--- config.mk ---
export PLATFORM = sky130hd
export DESIGN_NAME = trng_health_gated_output
export DESIGN_NICKNAME = d
export VERILOG_FILES = /design/src/trng_gate_pkg.sv /design/src/trng_health_gated_output.sv
export VERILOG_INCLUDE_DIRS = /design/src /design/src/src
export SDC_FILE = /design/constraint.sdc
export NUM_CORES = 1
export LEC_CHECK = 0
export BUFFER_PORTS_ARGS = -buffer_cell sky130_fd_sc_hd__buf_2
export CAP_MARGIN = 20
export CORE_ASPECT_RATIO = 0.6
export CORE_MARGIN = 3
export CORE_UTILIZATION = 51
export DETAILED_ROUTE_END_ITERATION = 8
export GPL_ROUTABILITY_DRIVEN = 0
export PLACE_DENSITY_LB_ADDON = 0.05
export SETUP_SLACK_MARGIN = 0.15
export SYNTH_ARGS = -nofsm -noshare
export SYNTH_HDL_FRONTEND = slang
export SYNTH_SLANG_ARGS = --single-unit
export TNS_END_PERCENT = 50
--- constraint.sdc ---
create_clock -name clk -period 3.48 [get_ports clk]
set_clock_uncertainty 0.15 [all_clocks]
set_input_delay 0.696 -clock clk [delete_from_list [all_inputs] [get_ports clk]]
set_output_delay 0.696 -clock clk [all_outputs]
set_load 0.01 [all_outputs]
--- src/trng_gate_defines.svh ---
// constants for the random number output stage
// assumes inclusion by the package and the design file only
`ifndef TRNG_GATE_DEFINES_SVH
`define TRNG_GATE_DEFINES_SVH
`define TF_RUN_LEN 16
`define WIN_LEN 256
`define WIN_LO 96
`define WIN_HI 160
`define STARTUP_WINDOWS 2
`define REQ_W 33
`endif

--- src/trng_gate_pkg.sv ---
// types for the random number output stage
// assumes the defines header sits beside this file
`include "trng_gate_defines.svh"
package trng_gate_pkg;
    typedef struct packed {
        logic wide;
        logic [`REQ_W-1:0] nbytes;
    } req_t;
    typedef struct packed {
        logic [15:0] data;
        logic last;
    } word_t;
endpackage : trng_gate_pkg

--- src/trng_health_gated_output.sv ---
// random word output stage gated by total-failure and online tests
// assumes raw bits arrive with raw_valid, synchronous to clk
//
// Function
// - total-failure check from start; failure releases nothing
// - failure blocks words built from bits after the failure
// - online statistical test at start and throughout operation
// - no output until start test passes or after any defect
// - online test runs continuously on fixed windows
// - words are delivered 8 or 16 bits wide
// - library request of n bytes, multiple of four, returns exactly n
// - entropy quality depends on source; tests reject bad windows
`timescale 1ns/1ps
`include "trng_gate_defines.svh"
module trng_health_gated_output #(
    parameter int TF_RUN = `TF_RUN_LEN,
    parameter int WIN = `WIN_LEN,
    parameter int LO = `WIN_LO,
    parameter int HI = `WIN_HI
) (
    input wire logic clk,
    input wire logic rst,
    input wire logic raw_bit,
    input wire logic raw_valid,
    input wire logic word_wide,
    input wire logic word_ready,
    output logic word_valid,
    output logic [15:0] word_data,
    input wire logic req_valid,
    input wire trng_gate_pkg::req_t req,
    output logic req_ready,
    output logic req_error,
    output trng_gate_pkg::word_t lib_word,
    output logic lib_valid,
    input wire logic lib_ready,
    output logic fail_sticky,
    output logic healthy
);
    import trng_gate_pkg::*;

    // ----------------------------------------------------------------
    // health tests
    // ----------------------------------------------------------------
    logic prev_ff, nxt_prev;
    logic [7:0] run_ff, nxt_run;
    logic [8:0] cnt_ff, nxt_cnt;
    logic [8:0] ones_ff, nxt_ones;
    logic [1:0] good_ff, nxt_good;
    logic ok_ff, nxt_ok;
    logic fail_ff, nxt_fail;
    logic tf_hit, win_end, win_bad;

    always_comb begin
        nxt_prev = prev_ff;
        nxt_run = run_ff;
        nxt_cnt = cnt_ff;
        nxt_ones = ones_ff;
        nxt_good = good_ff;
        nxt_ok = ok_ff;
        nxt_fail = fail_ff;
        tf_hit = 1'b0;
        win_end = 1'b0;
        win_bad = 1'b0;
        if (raw_valid) begin
            nxt_prev = raw_bit;
            nxt_run = (raw_bit == prev_ff) ? run_ff + 8'h01 : 8'h01;
            // stuck source: long constant run counts as total failure
            tf_hit = (raw_bit == prev_ff) &&
                     (run_ff >= 8'(TF_RUN - 1));
            nxt_ones = ones_ff + {8'h00, raw_bit};
            nxt_cnt = cnt_ff + 9'h001;
            if (cnt_ff == 9'(WIN - 1)) begin
                win_end = 1'b1;
                win_bad = (nxt_ones < 9'(LO)) ||
                          (nxt_ones > 9'(HI));
                nxt_cnt = 9'h000;
                nxt_ones = 9'h000;
                if (!win_bad && good_ff != 2'(`STARTUP_WINDOWS))
                    nxt_good = good_ff + 2'h1;
                if (!win_bad && good_ff == 2'(`STARTUP_WINDOWS - 1))
                    nxt_ok = 1'b1;
            end
        end
        // failure latches until reset; restart is the only recovery
        if (tf_hit || win_bad) begin
            nxt_fail = 1'b1;
            nxt_ok = 1'b0;
        end
    end

    always_ff @(posedge clk) begin
        if (rst) begin
            prev_ff <= 1'b0;
            run_ff <= 8'h00;
            cnt_ff <= 9'h000;
            ones_ff <= 9'h000;
            good_ff <= 2'h0;
            ok_ff <= 1'b0;
            fail_ff <= 1'b0;
        end else begin
            prev_ff <= nxt_prev;
            run_ff <= nxt_run;
            cnt_ff <= nxt_cnt;
            ones_ff <= nxt_ones;
            good_ff <= nxt_good;
            ok_ff <= nxt_ok;
            fail_ff <= nxt_fail;
        end
    end

    logic pass;
    assign pass = ok_ff && !fail_ff && !tf_hit && !win_bad;
    assign healthy = pass;
    assign fail_sticky = fail_ff;

    // ----------------------------------------------------------------
    // word assembly
    // ----------------------------------------------------------------
    logic [15:0] sh_ff, nxt_sh;
    logic [4:0] nb_ff, nxt_nb;
    logic [15:0] out_ff, nxt_out;
    logic oval_ff, nxt_oval;
    logic wid_ff, nxt_wid;
    logic owid_ff, nxt_owid;
    logic lib_sel, lib_start, lib_end;
    logic [4:0] need;
    logic take;

    // a word leaves only through the handshake of the path that owns it
    assign take = (word_valid && word_ready) || (lib_valid && lib_ready);
    assign need = wid_ff ? 5'h10 : 5'h08;

    always_comb begin
        nxt_sh = sh_ff;
        nxt_nb = nb_ff;
        nxt_out = out_ff;
        nxt_oval = oval_ff;
        nxt_wid = wid_ff;
        nxt_owid = owid_ff;
        if (take)
            nxt_oval = 1'b0;
        if (raw_valid) begin
            nxt_sh = {sh_ff[14:0], raw_bit};
            // saturate so a stalled consumer cannot wrap the count
            if (nb_ff < need)
                nxt_nb = nb_ff + 5'h01;
        end
        if (nb_ff >= need && (!oval_ff || take)) begin
            // no word is built in a cycle where pass is low
            if (pass) begin
                nxt_out = wid_ff ? sh_ff : {8'h00, sh_ff[7:0]};
                nxt_owid = wid_ff;
                nxt_oval = 1'b1;
            end
            nxt_nb = {4'h0, raw_valid};
            nxt_wid = lib_sel ? 1'b1 : word_wide;
        end
        // a request boundary drops any waiting or half-built word, so
        // library words are full 16-bit and direct words follow word_wide
        if (lib_start || lib_end) begin
            nxt_oval = 1'b0;
            nxt_nb = 5'h00;
            nxt_wid = lib_start ? 1'b1 : word_wide;
        end
        if (!pass) begin
            nxt_oval = 1'b0;
            nxt_nb = 5'h00;
        end
    end

    always_ff @(posedge clk) begin
        if (rst) begin
            sh_ff <= 16'h0000;
            nb_ff <= 5'h00;
            out_ff <= 16'h0000;
            oval_ff <= 1'b0;
            wid_ff <= 1'b0;
            owid_ff <= 1'b0;
        end else begin
            sh_ff <= nxt_sh;
            nb_ff <= nxt_nb;
            out_ff <= nxt_out;
            oval_ff <= nxt_oval;
            wid_ff <= nxt_wid;
            owid_ff <= nxt_owid;
        end
    end

    assign word_valid = oval_ff && pass && !lib_sel;
    assign word_data = out_ff;

    // ----------------------------------------------------------------
    // library byte requests, served two bytes per word
    // ----------------------------------------------------------------
    logic [`REQ_W-1:0] left_ff, nxt_left;
    logic busy_ff, nxt_busy;
    logic err_ff, nxt_err;
    logic [`REQ_W-1:0] max_n;

    assign max_n = {1'b1, {(`REQ_W-1){1'b0}}};
    assign lib_sel = busy_ff;
    assign req_ready = !busy_ff;
    assign lib_valid = busy_ff && oval_ff && pass;

    always_comb begin
        nxt_left = left_ff;
        nxt_busy = busy_ff;
        nxt_err = 1'b0;
        lib_start = 1'b0;
        lib_end = 1'b0;
        if (!busy_ff && req_valid) begin
            if (req.nbytes[1:0] != 2'h0 || req.nbytes > max_n)
                nxt_err = 1'b1;
            else if (req.nbytes != '0) begin
                nxt_left = req.nbytes;
                nxt_busy = 1'b1;
                lib_start = 1'b1;
            end
        end
        if (lib_valid && lib_ready) begin
            nxt_left = left_ff - `REQ_W'(2);
            if (left_ff == `REQ_W'(2))
                nxt_busy = 1'b0;
            if (left_ff == `REQ_W'(2))
                lib_end = 1'b1;
        end
    end

    always_ff @(posedge clk) begin
        if (rst) begin
            left_ff <= '0;
            busy_ff <= 1'b0;
            err_ff <= 1'b0;
        end else begin
            left_ff <= nxt_left;
            busy_ff <= nxt_busy;
            err_ff <= nxt_err;
        end
    end

    assign req_error = err_ff;
    assign lib_word = {out_ff, (left_ff == `REQ_W'(2))};
endmodule : trng_health_gated_output

==> flow_metrics.py, run 1 <==
metrics = {
    "clocking": {
        "clk_latency_ns": 0.35,
        "root_buffer": "clkbuf_16",
        "htree_num_levels": 3,
        "cts_tree": "built",
        "cts_made_buffers": 9,
        "clk_pin_slew_ns": 0.08,
        "cts_sinks": 104,
        "clockBufferDepth": 2,
    },
    "final_layout": {
        "layout_common_cells": "dfxtp_1 (104), buf_2 (77), nand2_1 (76), nor2_1 (62), a21oi_1 (45)",
        "postLayoutCoreUtil": 0.632,
        "fin_cells": 843,
        "design_area_um2": 6290,
        "num_antenna_cells": 0,
        "syn_to_final_growth_pct": 19.8,
        "final_common_cell": "dfxtp_1",
        "final_layout_size_suffix_gt1_frac": 0.234,
        "nNetsFinal": 756,
    },
    "pwr": {
        "ir_worst_vdd_mv": 0.267,
        "p_total_mw": 2.58,
        "p_per_area_nw_per_um2": 410,
        "leakage_nw": 2.45,
    },
    "sta": {
        "grt_setup_unrepaired": "true",
        "fin_crit_sh": 1.04,
        "slew_violations": 0,
        "setup_viol": 3,
        "fin_setup_tns_ns": -0.325,
        "clock.fmax_mhz": 276,
        "tightest_slew_ns": 0.879,
        "slew_headroom": 0.409,
        "final-hold-violation-count": 0,
        "layout_setup_ws_ns": -0.141,
        "finalCriticalPeriod_ns": 3.62,
        "holdWs_ns": 0.292,
    },
    "critical_path": {
        "crit_arrival_ns": 2.78,
        "end_kind": "output port",
        "critPathLaunchType": "input port",
        "cp_data_required_time_ns": 2.63,
        "cp_max_fo": 3,
        "crit_type": "input port to output port",
    },
    "yosys": {
        "synth_edf_count": 0,
        "synth_cell_type_count": 62,
        "ys_seq_elements": 104,
        "syn_avg_cell_area_um2": 8.37,
        "async_flop_share": 0,
        "syn_inst": 628,
        "yosysWarningCount": 0,
        "synth_top_area_frac": 0.396,
        "synth_area_leaders": "dfxtp_1 (40%), nand2_1 (5.5%), nor2_1 (4.5%)",
        "ys.flop_type": "dfxtp_1",
        "yosys.area.top_type": "dfxtp_1",
        "seq_area_frac_synth": 0.396,
        "syn_area_um2": 5250,
        "synth_nets": 681,
    },
    "global_routing": {
        "grt_pass1_vias": 4500,
        "antenna_found_initial": 0,
        "track_usage": 0.232,
        "gr-total-overflow": 0,
        "grt_max_degree": 58,
        "grt_pass1_wl_um": 21800,
    },
    "outcome": {
        "violations": "negative setup slack",
        "status": "complete, but fails checks",
    },
    "floorplan": {
        "rows": 28,
        "die_w_um": 137,
        "initial_core_util": 0.528,
        "die_y_um": 84.6,
        "core_um2": 9950,
        "die_area_um2": 11600,
        "ios": 81,
    },
    "detailed_routing": {
        "vias": 4921,
        "routed_wl_um": 13300,
        "ant_nets": 0,
        "vias_per_cell": 5.84,
        "remaining_drc_errors": 0,
        "post_drt_wl_per_cell_um": 15.8,
        "dr.first_iter.drc_count": 379,
        "first_pass_iters": 5,
    },
    "flow_run": {
        "drv_cap": 0,
    },
    "placed_design": {
        "post-place-ws_ns": -0.214,
        "dp.cells": 825,
        "port_buffers": 79,
        "placed_area_um2": 5880,
        "hpwl_um": 9380,
    },
    "hold_path": {
        "hold_class": "flip-flop to flip-flop",
    },
}
[area by class of cell]
| class | instances | area (um^2) |
|---|---|---|
| fillers | 871 | 3660 |
| multi-input cells | 460 | 2970 |
| flip-flops and latches | 104 | 2080 |
| repair buffers | 114 | 711 |
| clock buffers | 9 | 225 |
| well taps | 135 | 169 |
| clock inverters | 7 | 83.8 |
| inverters | 14 | 52.6 |
[power breakdown]
group	internal (mW)	switching, mW	total (mW)	leakage, nW
registers	1.21	0.0370	1.25	0.840
logic	0.122	0.174	0.296	1.45
clock network	0.519	0.519	1.04	0.152
[metal layers]
layer  global-route usage  wire, um  up-vias
met3               0.0497       827       22
li1                     -         -     2434
met5                    0         0        -
met1                0.350      6750     2307
met4               0.0707       179        0
met2                0.328      5530      158
[state kept, by name, summed over array words and instances (netlist names)]
register	cells
left_ff	33
sh_ff	16
word_data	16
cnt_ff	9
ones_ff	9
run_ff	8
nb_ff	5
good_ff	2
busy_ff	1
fail_sticky	1
ok_ff	1
oval_ff	1
req_error	1
wid_ff	1
[path summary, 6_finish.rpt]
kind                            cells past startpoint  slack, ns           to  startpoint
worst max-delay path                               12      -0.14   word_valid     raw_bit
worst max register to register                     13       0.31  left_ff[28]  ones_ff[0]
worst min-delay path                                2       0.29    cnt_ff[8]   cnt_ff[8]
worst min register to register                      2       0.29    cnt_ff[8]   cnt_ff[8]
[worst max-delay path, stage by stage]
cell and delay (ns):
buf_8 0.08, ha_4 0.13, ha_4 0.13, and4_4 0.21
or3b_4 0.37, mux2_4 0.29, a211oi_2 0.17, a21o_2 0.15
and2_4 0.16, nand2_4 0.08, nor3b_4 0.15, buf_2 0.15
[cells in the mapped netlist, types with 5 or more instances]
cell and n:
xnor2_1 9, xor2_1 12, a21oi_1 46, nor2b_1 6, nor2_1 63, a31oi_1 21, o211ai_1 18, or3_1 15
nand3_1 20, buf_2 5, clkbuf_1 27, dfxtp_1 104, buf_4 17, nand4_1 18, nor3_1 13, o311ai_0 7
nand2_1 77, inv_1 14, and3_1 5, ha_1 11, or4_1 8, mux2_2 7, o21ai_0 8, o2bb2a_1 5
or2_2 5, nor4_1 12, mux2i_1 17
[cells by family after synthesis]
kind of cell             Yosys count  synth area share
AO/OA/AOI/OAI                    131             0.165
XOR/XNOR                          21            0.0350
adder cells (fa/ha/maj)           11            0.0262
buffers and inverters             64            0.0605
flip-flops                       104             0.396
multiplexers                      24            0.0474
AND/OR/NAND/NOR                  273             0.270
[timing repair]
action / CTS / global route
resized for setup: 5 / 14
hold buffers: 0 / 0
setup buffers: 1 / 1
pin swaps: 6 / 8
endpoints found under the setup margin: 3 / 18
Note: power is estimated with default switching activity, not from simulation.
==> run 2, diff against run 1 <==
--- a/config.mk
+++ b/config.mk
@@ -18,4 +18,3 @@
 export SYNTH_ARGS = -nofsm -noshare
 export SYNTH_HDL_FRONTEND = slang
 export SYNTH_SLANG_ARGS = --single-unit
-export TNS_END_PERCENT = 50
==> flow_metrics.py, run 2 (same netlist as run 1, synthesis figures left out) <==
metrics = {
    "critical_path": {
        "end_kind": "output port",
        "crit_chain": "buf_8 -> ha_4 -> ha_4 -> or4_4 -> o2bb2ai_2 -> a21oi_2 -> o21ai_2 -> a21o_2 -> and2_4 -> nand2_4 -> nor3b_4 -> buf_2",
        "critPathBufInv": 2,
        "critPathLaunchType": "input port",
        "crit_top_cell": "ha_4",
        "slowest_stage": "or4_4",
        "crit_family": "simple AND/OR/NAND/NOR gates",
        "cp.depth": 12,
        "crit_arrival_ns": 2.76,
        "reg2reg_setup_slack_ns": 0.38,
        "cp_max_fo": 3,
        "max_stage_delay_ns": 0.47,
        "r2r-start": "ones_ff[0]",
        "crit_type": "input port to output port",
        "cp_data_required_time_ns": 2.63,
        "r2r-end": "left_ff[22]",
        "r2r_cells": 11,
    },
    "final_layout": {
        "final.fill_count": 898,
        "final_common_cell": "dfxtp_1",
        "num_antenna_cells": 0,
        "largest_register_ff_count": 33,
        "fin_cells": 840,
        "design_area_um2": 6230,
        "nNetsFinal": 753,
        "largest_register": "left_ff",
        "layout_common_cells": "dfxtp_1 (103), buf_2 (78), nand2_1 (76), nor2_1 (62), a21oi_1 (45)",
        "final_layout_size_suffix_gt1_frac": 0.233,
        "syn_to_final_growth_pct": 18.5,
    },
    "sta": {
        "fin_setup_tns_ns": -0.347,
        "slew_violations": 0,
        "fin_crit_sh": 1.04,
        "tightest_slew_ns": 0.799,
        "clock.fmax_mhz": 277,
        "finalCriticalPeriod_ns": 3.61,
        "slew_headroom": 0.463,
        "setup_viol": 3,
        "final-hold-violation-count": 0,
        "grt_setup_unrepaired": "true",
        "holdWs_ns": 0.318,
        "layout_setup_ws_ns": -0.126,
    },
    "hold_path": {
        "hold_path_end": "word_data[11]",
        "hold_class": "flip-flop to flip-flop",
        "hold_start": "word_data[11]",
        "hold-path-cell-count": 2,
    },
    "clocking": {
        "cts_setup_buffers": 0,
        "cts_tree": "built",
        "cts_sinks": 104,
        "clk_latency_ns": 0.35,
        "cts_made_buffers": 9,
        "htree_num_levels": 3,
        "clockBufferDepth": 2,
        "root_buffer": "clkbuf_16",
        "clk_pin_slew_ns": 0.08,
    },
    "floorplan": {
        "die_w_um": 137,
        "die_y_um": 84.6,
        "initial_core_util": 0.528,
        "ios": 81,
        "rows": 28,
        "die_area_um2": 11600,
        "core_um2": 9950,
    },
    "pwr": {
        "p_total_mw": 2.55,
        "power.combinational.fraction": 0.113,
        "p_int_mw": 1.84,
        "p_per_area_nw_per_um2": 409,
        "ir_worst_vdd_mv": 0.269,
        "clkPwrFrac": 0.397,
        "leakage_nw": 2.41,
        "seqPwrFrac": 0.490,
        "swShare": 0.278,
        "p_switching_mw": 0.708,
    },
    "global_routing": {
        "antenna_found_initial": 0,
        "grt.busiest_layer": "met1",
        "track_usage": 0.236,
        "grt_max_degree": 44,
        "use_met1": 0.366,
        "grtUsageMet2": 0.327,
        "grt_pass1_vias": 4459,
        "gr-total-overflow": 0,
        "global_route.usage.met3": 0.0515,
        "grt_pass1_wl_um": 22000,
    },
    "flow_run": {
        "drv_cap": 0,
    },
    "detailed_routing": {
        "dr.first_iter.drc_count": 312,
        "vias": 4861,
        "post_drt_wl_per_cell_um": 15.8,
        "first_pass_iters": 5,
        "remaining_drc_errors": 0,
        "routed_wl_um": 13300,
        "vias_per_cell": 5.79,
        "ant_nets": 0,
    },
    "placed_design": {
        "port_buffers": 79,
        "dp.cells": 824,
        "hpwl_um": 9580,
        "placed_area_um2": 5880,
    },
    "outcome": {
        "violations": "negative setup slack",
        "status": "complete, but fails checks",
    },
}
## run 2: changes by cell type in the layout (fill, tap and decap cells not counted), sizes merged
cell | previous run | this run
clkinvlp | 0 | 1
inv | 19 | 18
buf | 114 | 111
## run 2: layer usage
metal | up-vias | share of wire | wire length [um]
li1 | 2417 | - | -
met1 | 2285 | 0.52 | 6910
met2 | 146 | 0.41 | 5410
met3 | 13 | 0.064 | 850
met4 | 0 | 0.011 | 140
met5 | - | 0 | 0
## run 2: worst max-delay path by stage
stage | start | end | slack, ns
2_1_floorplan | raw_bit | word_valid | -0.14
3_3_place_gp | raw_bit | lib_valid | -0.19
3_5_place_dp | raw_bit | lib_valid | -0.26
4_1_cts | raw_bit | word_valid | -0.15
5_1_grt | raw_bit | word_valid | -0.20
6_report | raw_bit | word_valid | -0.13
## run 2: power groups by stage
| stage | Clock [mW] | Combinational, mW | Sequential [mW] |
|---|---|---|---|
| floorplan | 0 | 0.206 | 1.25 |
| global route | 1.09 | 0.323 | 1.25 |
| finish | 1.01 | 0.289 | 1.25 |
| detailed placement | 0 | 0.274 | 1.27 |
| CTS | 1.03 | 0.278 | 1.25 |
| global placement | 0 | 0.266 | 1.27 |
## run 2: what timing repair did
action | 4_1_cts | 5_1_grt
hold buffers | 0 | 0
gates resized for setup | 5 | 7
pin swaps | 6 | 4
setup endpoints to repair | 3 | 11
## run 2: through the flow
stage               setup WS [ns]  utilization
CTS                        -0.153        0.623
floorplan                  -0.140            -
global route               -0.201        0.626
finish                     -0.126        0.626
global placement           -0.190        0.591
detailed placement         -0.258        0.591
## run 2: worst register-to-register path: stages (launching register included)
cell and delay, ns:
dfxtp_2 0.35, ha_4 0.14, ha_4 0.13, and4_4 0.21, or3b_1 0.35, mux2_4 0.29
a211oi_2 0.19, a21o_2 0.16, buf_4 0.20, nand4_1 0.28, or3_1 0.41, a31oi_1 0.17
## run 2: cell type report
type | instances | area [um^2] | share of cell area
Timing Repair Buffer | 111 | 683 | 0.110
Clock buffer | 9 | 225 | 0.0362
Multi-Input combinational cell | 460 | 2940 | 0.472
Inverter | 14 | 52.6 | 0.00844
Sequential cell | 104 | 2080 | 0.335
Clock inverter | 7 | 72.6 | 0.0117
Tap cell | 135 | 169 | 0.0271
